===== src/rtl/crsd_map.svh =====
// Offsets, field positions, reset values and timing counts for the strap decoder
`ifndef CRSD_MAP_SVH
`define CRSD_MAP_SVH
`define CRSD_REG_RATIO 4'h0
`define CRSD_REG_CTRL 4'h4
`define CRSD_REG_STATUS 4'h8
`define CRSD_REG_STRAPS 4'hc
`define CRSD_CTRL_RESET 32'h0000_0000
`define CRSD_PLAT_RESERVED 5'h00
`define CRSD_CORE_HALVES_BIT 0
`define CRSD_STAT_LATCHED_BIT 0
`define CRSD_STAT_RSVD_BIT 1
`define CRSD_STAT_PCI64_BIT 2
`define CRSD_STAT_CFGRST_BIT 3
`define CRSD_RESET_HOLD_NS 1000
`define CRSD_CLK_PERIOD_NS 100
`define CRSD_RESET_HOLD_CYC ((`CRSD_RESET_HOLD_NS + `CRSD_CLK_PERIOD_NS - 1) / `CRSD_CLK_PERIOD_NS)
`endif


===== src/rtl/crsd_pkg.sv =====
// Types shared by the clock ratio strap decoder
package crsd_pkg;
  typedef enum logic [1:0] {
    CRSD_ST_RESET,
    CRSD_ST_HOLD,
    CRSD_ST_RUN
  } crsd_state_t;
  typedef logic [4:0] crsd_plat_mult_t;
  typedef logic [2:0] crsd_core_halves_t;
endpackage


===== src/rtl/crsd_sync.sv =====
// Two flip-flop synchroniser for a bus of strap pin inputs
`timescale 1ns/1ps
module crsd_sync #(
  parameter int WIDTH = 7
) (
  input wire logic clock_i, // System input clock
  input wire logic rst_i, // Synchronous reset
  input wire logic [WIDTH-1:0] async_i, // Raw pin levels
  output logic [WIDTH-1:0] sync_o // Synchronised levels
);
  logic [WIDTH-1:0] meta_ff;
  logic [WIDTH-1:0] sync_ff;

  // Pins are asynchronous; second stage alone feeds logic
  always_ff @(posedge clock_i) begin
    if (rst_i) begin
      meta_ff <= '0;
      sync_ff <= '0;
    end else begin
      meta_ff <= async_i;
      sync_ff <= meta_ff;
    end
  end

  assign sync_o = sync_ff;
endmodule


===== src/rtl/crsd_top.sv =====
// Reset-time strap sampler and clock ratio decoder with an Avalon-MM register slave
// How it works
// - The four platform ratio strap bits are sampled while reset is held and pick the platform multiplier.
// - The platform code maps 0000 to 16, 0010..0110 to 2..6, 1000/1001/1010 to 8/9/10, 1100 to 12, others reserved.
// - The two core ratio straps give core:platform of 2:1, 5:2, 3:1 or 7:2 for codes 00..11.
// - The L2, DDR data rate and core complex bus clocks all take the one platform ratio.
// - The memory bus clock runs at half the platform clock, half the DDR data rate.
// - Weak pull-ups on configuration pins are enabled only while in the reset state.
// - The PCI width strap is sampled in reset; low selects 64-bit, high selects 32-bit.
// - Designated outputs are driven actively throughout reset, never released.
//
// Design decisions made here: register access over Avalon-MM and the address map.
`timescale 1ns/1ps
`include "crsd_map.svh"
module crsd_top import crsd_pkg::*; #(
  parameter int RESET_HOLD_CYC = `CRSD_RESET_HOLD_CYC
) (
  input wire logic clock_i, // System input clock, 10 MHz
  input wire logic rst_i, // Bus-side synchronous reset
  input wire logic cfg_reset_i, // Device power-up reset pin, high in reset
  input wire logic [3:0] platform_ratio_strap_i, // Platform ratio strap pins
  input wire logic core_ratio_strap_high_i, // Core ratio strap, upper bit
  input wire logic core_ratio_strap_low_i, // Core ratio strap, lower bit
  input wire logic pci_width_strap_i, // PCI width strap, low for 64-bit
  output logic cfg_pullup_en_o, // Weak strap pull-up enable
  output logic reset_drive_en_o, // Output enable of a pin driven in reset
  output logic reset_drive_o, // Level driven on that pin
  output logic [4:0] platform_mult_o, // Platform:system multiplier, 0 if reserved
  output logic [2:0] core_halves_o, // Core:platform ratio in halves (4..7)
  output logic [4:0] l2_mult_o, // L2 clock multiplier
  output logic [4:0] ddr_rate_mult_o, // DDR data rate multiplier
  output logic [4:0] ccb_mult_o, // Core complex bus clock multiplier
  output logic [5:0] mem_bus_mult_x2_o, // Memory bus multiplier, doubled
  output logic pci64_o, // 64-bit PCI selected
  output logic ratio_valid_o, // Ratios latched and not reserved
  input wire logic [3:0] avs_address, // Avalon byte address
  input wire logic avs_read, // Avalon read
  input wire logic avs_write, // Avalon write
  input wire logic [31:0] avs_writedata, // Avalon write data
  input wire logic [3:0] avs_byteenable, // Avalon byte enables
  output logic [31:0] avs_readdata, // Avalon read data
  output logic avs_waitrequest // Avalon wait request
);

  // ****************************************
  // Strap decode functions
  // ****************************************

  // Platform code to multiplier, 0 marks a reserved code
  function automatic crsd_plat_mult_t plat_decode(input logic [3:0] code);
    crsd_plat_mult_t m;
    m = `CRSD_PLAT_RESERVED;
    unique case (code)
      4'h0: m = 5'h10;
      4'h2, 4'h3, 4'h4, 4'h5, 4'h6, 4'h8, 4'h9, 4'ha, 4'hc: m = {1'b0, code};
      default: m = `CRSD_PLAT_RESERVED; // Reserved codes
    endcase
    return m;
  endfunction

  // Core code to ratio in halves: 4=2:1, 5=5:2, 6=3:1, 7=7:2
  function automatic crsd_core_halves_t core_decode(input logic [1:0] code);
    return {1'b1, code};
  endfunction

  // ****************************************
  // Pin synchronisation
  // ****************************************

  logic [7:0] pins_raw;
  logic [7:0] pins_s;
  assign pins_raw = {cfg_reset_i, pci_width_strap_i, core_ratio_strap_high_i,
                     core_ratio_strap_low_i, platform_ratio_strap_i};

  crsd_sync #(.WIDTH(8)) u_sync (
    .clock_i(clock_i),
    .rst_i(rst_i),
    .async_i(pins_raw),
    .sync_o(pins_s)
  );

  wire cfg_rst_s = pins_s[7];
  wire pci_s = pins_s[6];
  wire [1:0] core_s = pins_s[5:4];
  wire [3:0] plat_s = pins_s[3:0];

  // ****************************************
  // Reset-state sequencer
  // ****************************************

  crsd_state_t state_ff;
  crsd_state_t nxt_state;
  logic [15:0] hold_cnt_ff;
  logic [15:0] nxt_hold_cnt;
  logic [3:0] plat_ff;
  logic [1:0] core_ff;
  logic pci_ff;
  logic latched_ff;
  logic [4:0] plat_mult_ff;
  logic [2:0] core_halves_ff;
  logic pci64_ff;

  wire hold_done = (hold_cnt_ff >= 16'(RESET_HOLD_CYC - 1));
  wire in_reset = (state_ff != CRSD_ST_RUN);
  wire release_now = (state_ff == CRSD_ST_HOLD) && !cfg_rst_s && hold_done;
  // Leaving run clears the ratios on the same edge the pull-ups come back on
  wire leave_run = (state_ff == CRSD_ST_RUN) && cfg_rst_s;

  // Straps must settle a minimum time before release is honoured
  always_comb begin
    nxt_state = state_ff;
    nxt_hold_cnt = hold_cnt_ff;
    unique case (state_ff)
      CRSD_ST_RESET: begin
        nxt_state = CRSD_ST_HOLD;
        nxt_hold_cnt = '0;
      end
      CRSD_ST_HOLD: begin
        if (!hold_done) begin
          nxt_hold_cnt = hold_cnt_ff + 16'h0001;
        end
        if (release_now) begin
          nxt_state = CRSD_ST_RUN;
        end
      end
      CRSD_ST_RUN: begin
        if (cfg_rst_s) begin
          nxt_state = CRSD_ST_RESET;
        end
      end
      default: nxt_state = CRSD_ST_RESET; // Unused code falls back to reset
    endcase
  end

  always_ff @(posedge clock_i) begin
    if (rst_i) begin
      state_ff <= CRSD_ST_RESET;
      hold_cnt_ff <= '0;
    end else begin
      state_ff <= nxt_state;
      hold_cnt_ff <= nxt_hold_cnt;
    end
  end

  // Sample straps continuously while in reset
  always_ff @(posedge clock_i) begin
    if (rst_i) begin
      plat_ff <= '0;
      core_ff <= '0;
      pci_ff <= 1'b1;
    end else if (in_reset) begin
      plat_ff <= plat_s;
      core_ff <= core_s;
      pci_ff <= pci_s;
    end
  end

  // Decoded values frozen at release; valid never overlaps the reset state
  always_ff @(posedge clock_i) begin
    if (rst_i || leave_run) begin
      latched_ff <= 1'b0;
      plat_mult_ff <= '0;
      core_halves_ff <= '0;
      pci64_ff <= 1'b0;
    end else if (release_now) begin
      latched_ff <= 1'b1;
      plat_mult_ff <= plat_decode(plat_ff);
      core_halves_ff <= core_decode(core_ff);
      pci64_ff <= ~pci_ff;
    end
  end

  // ****************************************
  // Clock ratio outputs
  // ****************************************

  wire plat_ok = (plat_mult_ff != `CRSD_PLAT_RESERVED);
  assign platform_mult_o = plat_mult_ff;
  assign core_halves_o = core_halves_ff;
  // One platform clock feeds all three domains
  assign l2_mult_o = plat_mult_ff;
  assign ddr_rate_mult_o = plat_mult_ff;
  assign ccb_mult_o = plat_mult_ff;
  // Doubled form keeps the half ratio an integer
  assign mem_bus_mult_x2_o = {1'b0, plat_mult_ff};
  assign pci64_o = pci64_ff;
  assign ratio_valid_o = latched_ff && plat_ok;

  // Pull-ups and reset-driven pin follow the reset state
  assign cfg_pullup_en_o = in_reset;
  assign reset_drive_en_o = 1'b1;
  assign reset_drive_o = in_reset;

  // ****************************************
  // Avalon-MM slave
  // ****************************************

  logic [31:0] ctrl_ff;
  logic [31:0] rdata_ff;
  logic ack_ff;
  wire req = (avs_read || avs_write) && !ack_ff;
  wire sel_ctrl = (avs_address == `CRSD_REG_CTRL);
  wire [31:0] be_mask = {{8{avs_byteenable[3]}}, {8{avs_byteenable[2]}},
                         {8{avs_byteenable[1]}}, {8{avs_byteenable[0]}}};
  wire [31:0] core_eff = ctrl_ff[`CRSD_CORE_HALVES_BIT] ?
                         {29'h0, core_halves_ff} : {30'h0, core_halves_ff[1:0]};
  logic [31:0] rmux;

  // Unmapped reads return zero; writes elsewhere are ignored
  always_comb begin
    unique case (avs_address)
      `CRSD_REG_RATIO: rmux = {16'h0, core_eff[7:0], 3'h0, plat_mult_ff};
      `CRSD_REG_CTRL: rmux = ctrl_ff;
      `CRSD_REG_STATUS: rmux = {28'h0, in_reset, pci64_ff, latched_ff && !plat_ok, latched_ff};
      `CRSD_REG_STRAPS: rmux = {24'h0, pci_ff, core_ff, 1'b0, plat_ff};
      default: rmux = 32'h0000_0000;
    endcase
  end

  // One wait cycle per access
  always_ff @(posedge clock_i) begin
    if (rst_i) begin
      ack_ff <= 1'b0;
      rdata_ff <= '0;
      ctrl_ff <= `CRSD_CTRL_RESET;
    end else begin
      ack_ff <= req;
      if (req && avs_read) begin
        rdata_ff <= rmux;
      end
      if (req && avs_write && sel_ctrl) begin
        ctrl_ff <= (ctrl_ff & ~be_mask) | (avs_writedata & be_mask & 32'h0000_0001);
      end
    end
  end

  assign avs_waitrequest = (avs_read || avs_write) && !ack_ff;
  assign avs_readdata = rdata_ff;
endmodule


===== config.mk =====
export PLATFORM = sky130hd
export DESIGN_NAME = crsd_top
export DESIGN_NICKNAME = d
export VERILOG_FILES = /design/src/rtl/crsd_pkg.sv /design/src/rtl/crsd_sync.sv /design/src/rtl/crsd_top.sv
export VERILOG_INCLUDE_DIRS = /design/src /design/src/rtl
export SDC_FILE = /design/constraint.sdc
export NUM_CORES = 1
export LEC_CHECK = 0
export ABC_AREA = 1
export BUFFER_PORTS_ARGS = -buffer_cell sky130_fd_sc_hd__buf_4
export CORE_UTILIZATION = 56
export CTS_CLUSTER_DIAMETER = 150
export CTS_CLUSTER_SIZE = 30
export DETAILED_ROUTE_END_ITERATION = 10
export GPL_TIMING_DRIVEN = 0
export PLACE_DENSITY = 0.94
export SYNTH_ARGS = -nofsm -noshare
export SYNTH_HDL_FRONTEND = slang
export SYNTH_SLANG_ARGS = --single-unit
export TNS_END_PERCENT = 30

===== constraint.sdc =====
create_clock -name clock_i -period 3.7 [get_ports clock_i]
set_input_delay 1.11 -clock clock_i [delete_from_list [all_inputs] [get_ports clock_i]]
set_output_delay 1.11 -clock clock_i [all_outputs]
set_load 0.1 [all_outputs]

Word level (Yosys, flattened, before mapping)
Cells that the tools add are included.
{"block": "classes", "n_reduce_logical": 22, "add_sub_neg": 1, "eq_ne": 18, "magnitude_cmp": 1, "n_mux": 8, "n_bitwise": 5}
{"op": "$pmux 32 s4", "n": 1}
{"op": "$and 32x32->32", "n": 1}
{"op": "$not 32->32", "n": 1}
{"op": "$or 32x1->32", "n": 1}
{"op": "$pmux 16 s2", "n": 1}
{"op": "$eq 4x4->1 const B", "n": 6}
{"op": "$add 16x1->16 const B", "n": 1}
{"op": "$eq 4x3->1 const B", "n": 4}
{"op": "$ge 16x4->1 const B", "n": 1}
{"op": "$mux 16", "n": 1}
{"op": "$pmux 5 s2", "n": 1}
{"op": "$logic_and 1x1->1", "n": 9}
{"op": "$reduce_or 9->1", "n": 1}
{"op": "$eq 4x2->1 const B", "n": 2}
{"op": "$logic_not 4->1", "n": 2}
{"op": "$ne 2x2->1 const B", "n": 3}
{"op": "$pmux 2 s3", "n": 1}
{"op": "$reduce_bool 5->1", "n": 1}
{"op": "$mux 2", "n": 2}
{"op": "$reduce_and 2->1", "n": 2}
{"op": "$logic_not 1->1", "n": 3}
{"op": "$mux 3", "n": 1}
{"op": "$eq 2x1->1 const B", "n": 1}
{"op": "$eq 2x2->1 const B", "n": 1}
{"op": "6 further kinds", "n": 7}
{"block": "totals", "word_cells": 69, "out_inout_bits": 67, "register_bits": 116, "inputBits": 52}

Depth between registers and ports, before layout
{"block": "logic_depth", "word_depth": 5, "depth_mapped": 11, "ltp_nobuf": 10}

Hierarchy
A second synthesis with hierarchy kept.
{"block": "unflattened", "hier_cells": 537, "area_unflattened_um2": 4329.2}
{"mod": "crsd_top", "area_each_um2": 3854.9, "cells_each": 487, "instances": 1, "seq_area_each_um2": 1981.9}
{"mod": "crsd_sync", "area_each_um2": 474.2, "cells_each": 50, "instances": 1, "seq_area_each_um2": 320.3}

Least setup slack after synthesis
No wires, ideal clock.
{"block": "synth_timing", "path_kind": "input port to output port", "start": "input avs_read", "end": "output avs_waitrequest", "slack_ps": 229, "t_required_ps": 2590, "path_buffers": 1, "cell_stages": 5, "t_arrival_ps": 2361, "path_cell_list": "inv_1 -> nor2_1 -> clkinv_1 -> clkbuf_1 -> nand2_1"}
{"block": "synth_between", "elab_chain_cells": 2}
{"item": "start, declared", "line_no": "crsd_top.sv:37", "source": "input wire logic avs_read,"}
{"item": "$logic_or 1x1->1", "line_no": "crsd_top.sv:237", "source": "assign avs_waitrequest = (avs_read || avs_write) && !ack_ff;"}
{"item": "$logic_and 1x1->1", "line_no": "crsd_top.sv:237"}
{"item": "end, declared", "line_no": "crsd_top.sv:42", "source": "output logic avs_waitrequest"}
Every way passes these cells.

Worst setup path in the final report
Same ends and word-level chain as after synthesis.

==> metrics.yaml <==
layout:
  layout-drive-gt1-share_pct: 24.1
  fin_nets: 701
  n_antenna_cell: 0
  layoutNonFillerInstCount: 758
  post-route-util_pct: 75.9
  synthToLayoutAreaGrowth_pct: 29.5
  final_area_um2: 5600
sta:
  worst-slew-pin-transition_ps: 592
  hold_violations: 0
  drv_slew: 0
  tns_ps: 0
  fmax_mhz: 284
  holdWs_ps: 410
  setup_violations: 0
  max-slew-margin-rel_pct: 60.6
  rsz0062_at_grt: "false"
  fin_skew_ps: 6.48
  finalWorstSetupSlack_ps: 174
  fin_crit_sh_pct: 95.3
  period_minus_slack_ps: 3530
critical_path:
  startpoint: "avs_read"
  crit_path_end_kind: "primary output"
  worstReg2RegEnd: "core_halves_o[1]"
  crit_path_start_kind: "input port"
  critPathArrivalTime_ps: 2420
  critPathRequiredTime_ps: 2590
  ff2ff_path_depth: 9
  r2r_slack_ps: 1900
  endpoint: "avs_waitrequest"
  path_max_fanout: 10
  r2r_start: "hold_cnt_ff[0]"
  crit_type: "in -> out"
pwr:
  p_int_mw: 2.11
  p_leak_nw: 2.49
  p_sw_uw: 706
  swShare_pct: 25.0
  powerDensity_nw_per_um2: 504
  clkPwrFrac_pct: 50.6
  seq_power_share_pct: 44.7
  ir_worst_vdd_mv: 0.447
  comb_power_share_pct: 4.7
  power_mw: 2.82
floorplan:
  die_area_um2: 8070
  core_area_um2: 7370
  initial_core_util_pct: 58.6
  pin_count: 119
  die_h_um: 89.8
  die_x_um: 89.8
  rows: 31
min_path:
  worstHoldPathType: "reg -> reg"
global_routing:
  grt_max_degree: 17
  grt_overflow: 0
  grt_pass1_vias: 3894
  antenna_found_initial: 0
  grt.total_usage_pct: 29.3
  grt_pass1_wl_mm: 18.5
yosys:
  synth_top_area_cell: "dfxtp_1"
  synth_edf_count: 0
  synth-seq-cells: 115
  ys_warn_count: 0
  synth_common_cells: "115 x dfxtp_1, 91 x nor2_1, 75 x nand2_1, 61 x inv_1, 41 x o21ai_0"
  syn_inst: 544
  synthArstFlopShare_pct: 0
  netlist_area_um2: 4320
  ys_seq_area_share_pct: 53.3
  syn_avg_cell_area_um2: 7.94
  synth_top_area_share_pct: 53.3
  syn_nets: 599
  yosysMostFrequentCell: "dfxtp_1"
  synth_cell_type_count: 26
  synth_flop_cell: "dfxtp_1"
  synth.area.top_cells: "dfxtp_1 53%, nor2_1 7.9%, nand2_1 6.5%"
route:
  drt_iter0_drc: 313
  drc: 0
  drt_first_pass_iters: 5
  routed_via_density: 5.35
  num_vias: 4054
  wl_per_cell_um: 15.0
  final_antenna_net_count: 0
  wl_mm: 11.3
status:
  status: "complete, no violations"
placement:
  dp_worst_setup_slack_ps: 96.5
  hpwl_mm: 7.16
  gp_congestion: 0.844
  postPlaceCellArea_um2: 5070
  dp_cells: 726
  port_buffers: 83
clocking:
  clock-sinks: 115
  cts.clk_slew.worst_paths_ps: 60
  cts_made_buffers: 17
  htreeDepth: 4
  cts_repair_resize_count: 0
  root_buffer: "clkbuf_8"
  worstSkewPairLatency_ps: 530
  postCtsHoldBufs: 0
  clockBufferDepth: 2
  cts_tree: "yes"
  cts_setup_buffers: 0
flow_run:
  timing.max_cap.violations: 0
-- how the worst min path moves through the flow --
stage                 startpoint                to  cells after the start
4_1_cts        u_sync.meta_ff[2]  u_sync.sync_o[2]                      2
3_3_place_gp   u_sync.meta_ff[4]  u_sync.sync_o[4]                      2
2_1_floorplan  u_sync.meta_ff[0]  u_sync.sync_o[0]                      2
3_5_place_dp   u_sync.meta_ff[2]  u_sync.sync_o[2]                      2
6_report       u_sync.meta_ff[2]  u_sync.sync_o[2]                      2
5_1_grt        u_sync.meta_ff[2]  u_sync.sync_o[2]                      2
-- cell type report --
type                            count  area (um^2)
Sequential cell                   115         2300
Inverter                           66          248
Fill cell                         473         1770
Tap cell                           99          124
Timing Repair Buffer               83          623
Buffer                             46          272
Multi-Input combinational cell    317         1500
Clock inverter                     15          114
Clock buffer                       17          414
-- cell families after synthesis --
group | synth area share [%]
flops | 53.3
simple gates | 23.9
fa+ha+maj | 0.869
other cells | 0.174
buf+inv | 12.0
compound gates | 9.33
xor+xnor | 0.406
-- routing by layer --
| metal | routed length (um) | track usage (%) |
|---|---|---|
| met5 | 0 | 0 |
| met1 | 4480 | 32.2 |
| met4 | 514 | 18.7 |
| met2 | 5510 | 50.0 |
| met3 | 835 | 7.78 |
-- registers in the layout, summed over array words and instances, names as in the netlist, named ones only --
register        count
u_sync.meta_ff      8
ack_ff              1
pci64_o             1
plat_ff             4
latched_ff          1
core_ff             2
pci_ff              1
ctrl_ff            31
u_sync.sync_o       8
core_halves_o       2
avs_readdata       32
hold_cnt_ff        16
state_ff            2
ccb_mult_o          5
-- placed cells by master, fill, tap and decap left out, types with 6 or more instances in the layout --
| master | instances |
|---|---|
| nor2_1 | 91 |
| nand3_1 | 32 |
| dfxtp_1 | 115 |
| nand2_1 | 75 |
| inv_1 | 61 |
| o21ai_0 | 41 |
| o22ai_1 | 7 |
| clkbuf_16 | 16 |
| nor3_1 | 14 |
| buf_4 | 107 |
| buf_2 | 7 |
| clkbuf_1 | 14 |
| a21oi_1 | 28 |
| clkinv_4 | 6 |
| nand4_1 | 12 |
-- power by group through the flow --
| stage | sequential, mW | clock (mW) | combinational, mW |
|---|---|---|---|
| 6_report | 1.26 | 1.42 | 0.132 |
| 2_1_floorplan | 1.29 | 0 | 0.0829 |
| 4_1_cts | 1.26 | 1.43 | 0.129 |
| 3_5_place_dp | 1.29 | 0 | 0.125 |
| 5_1_grt | 1.26 | 1.49 | 0.142 |
| 3_3_place_gp | 1.29 | 0 | 0.121 |
-- critical path, stage by stage --
cell,delay [ps]
buf_4,80
inv_1,30
nor2_1,310
inv_2,150
clkbuf_1,290
nand2_1,140
buf_4,300
No activity file was read; power rests on OpenSTA's default activity.
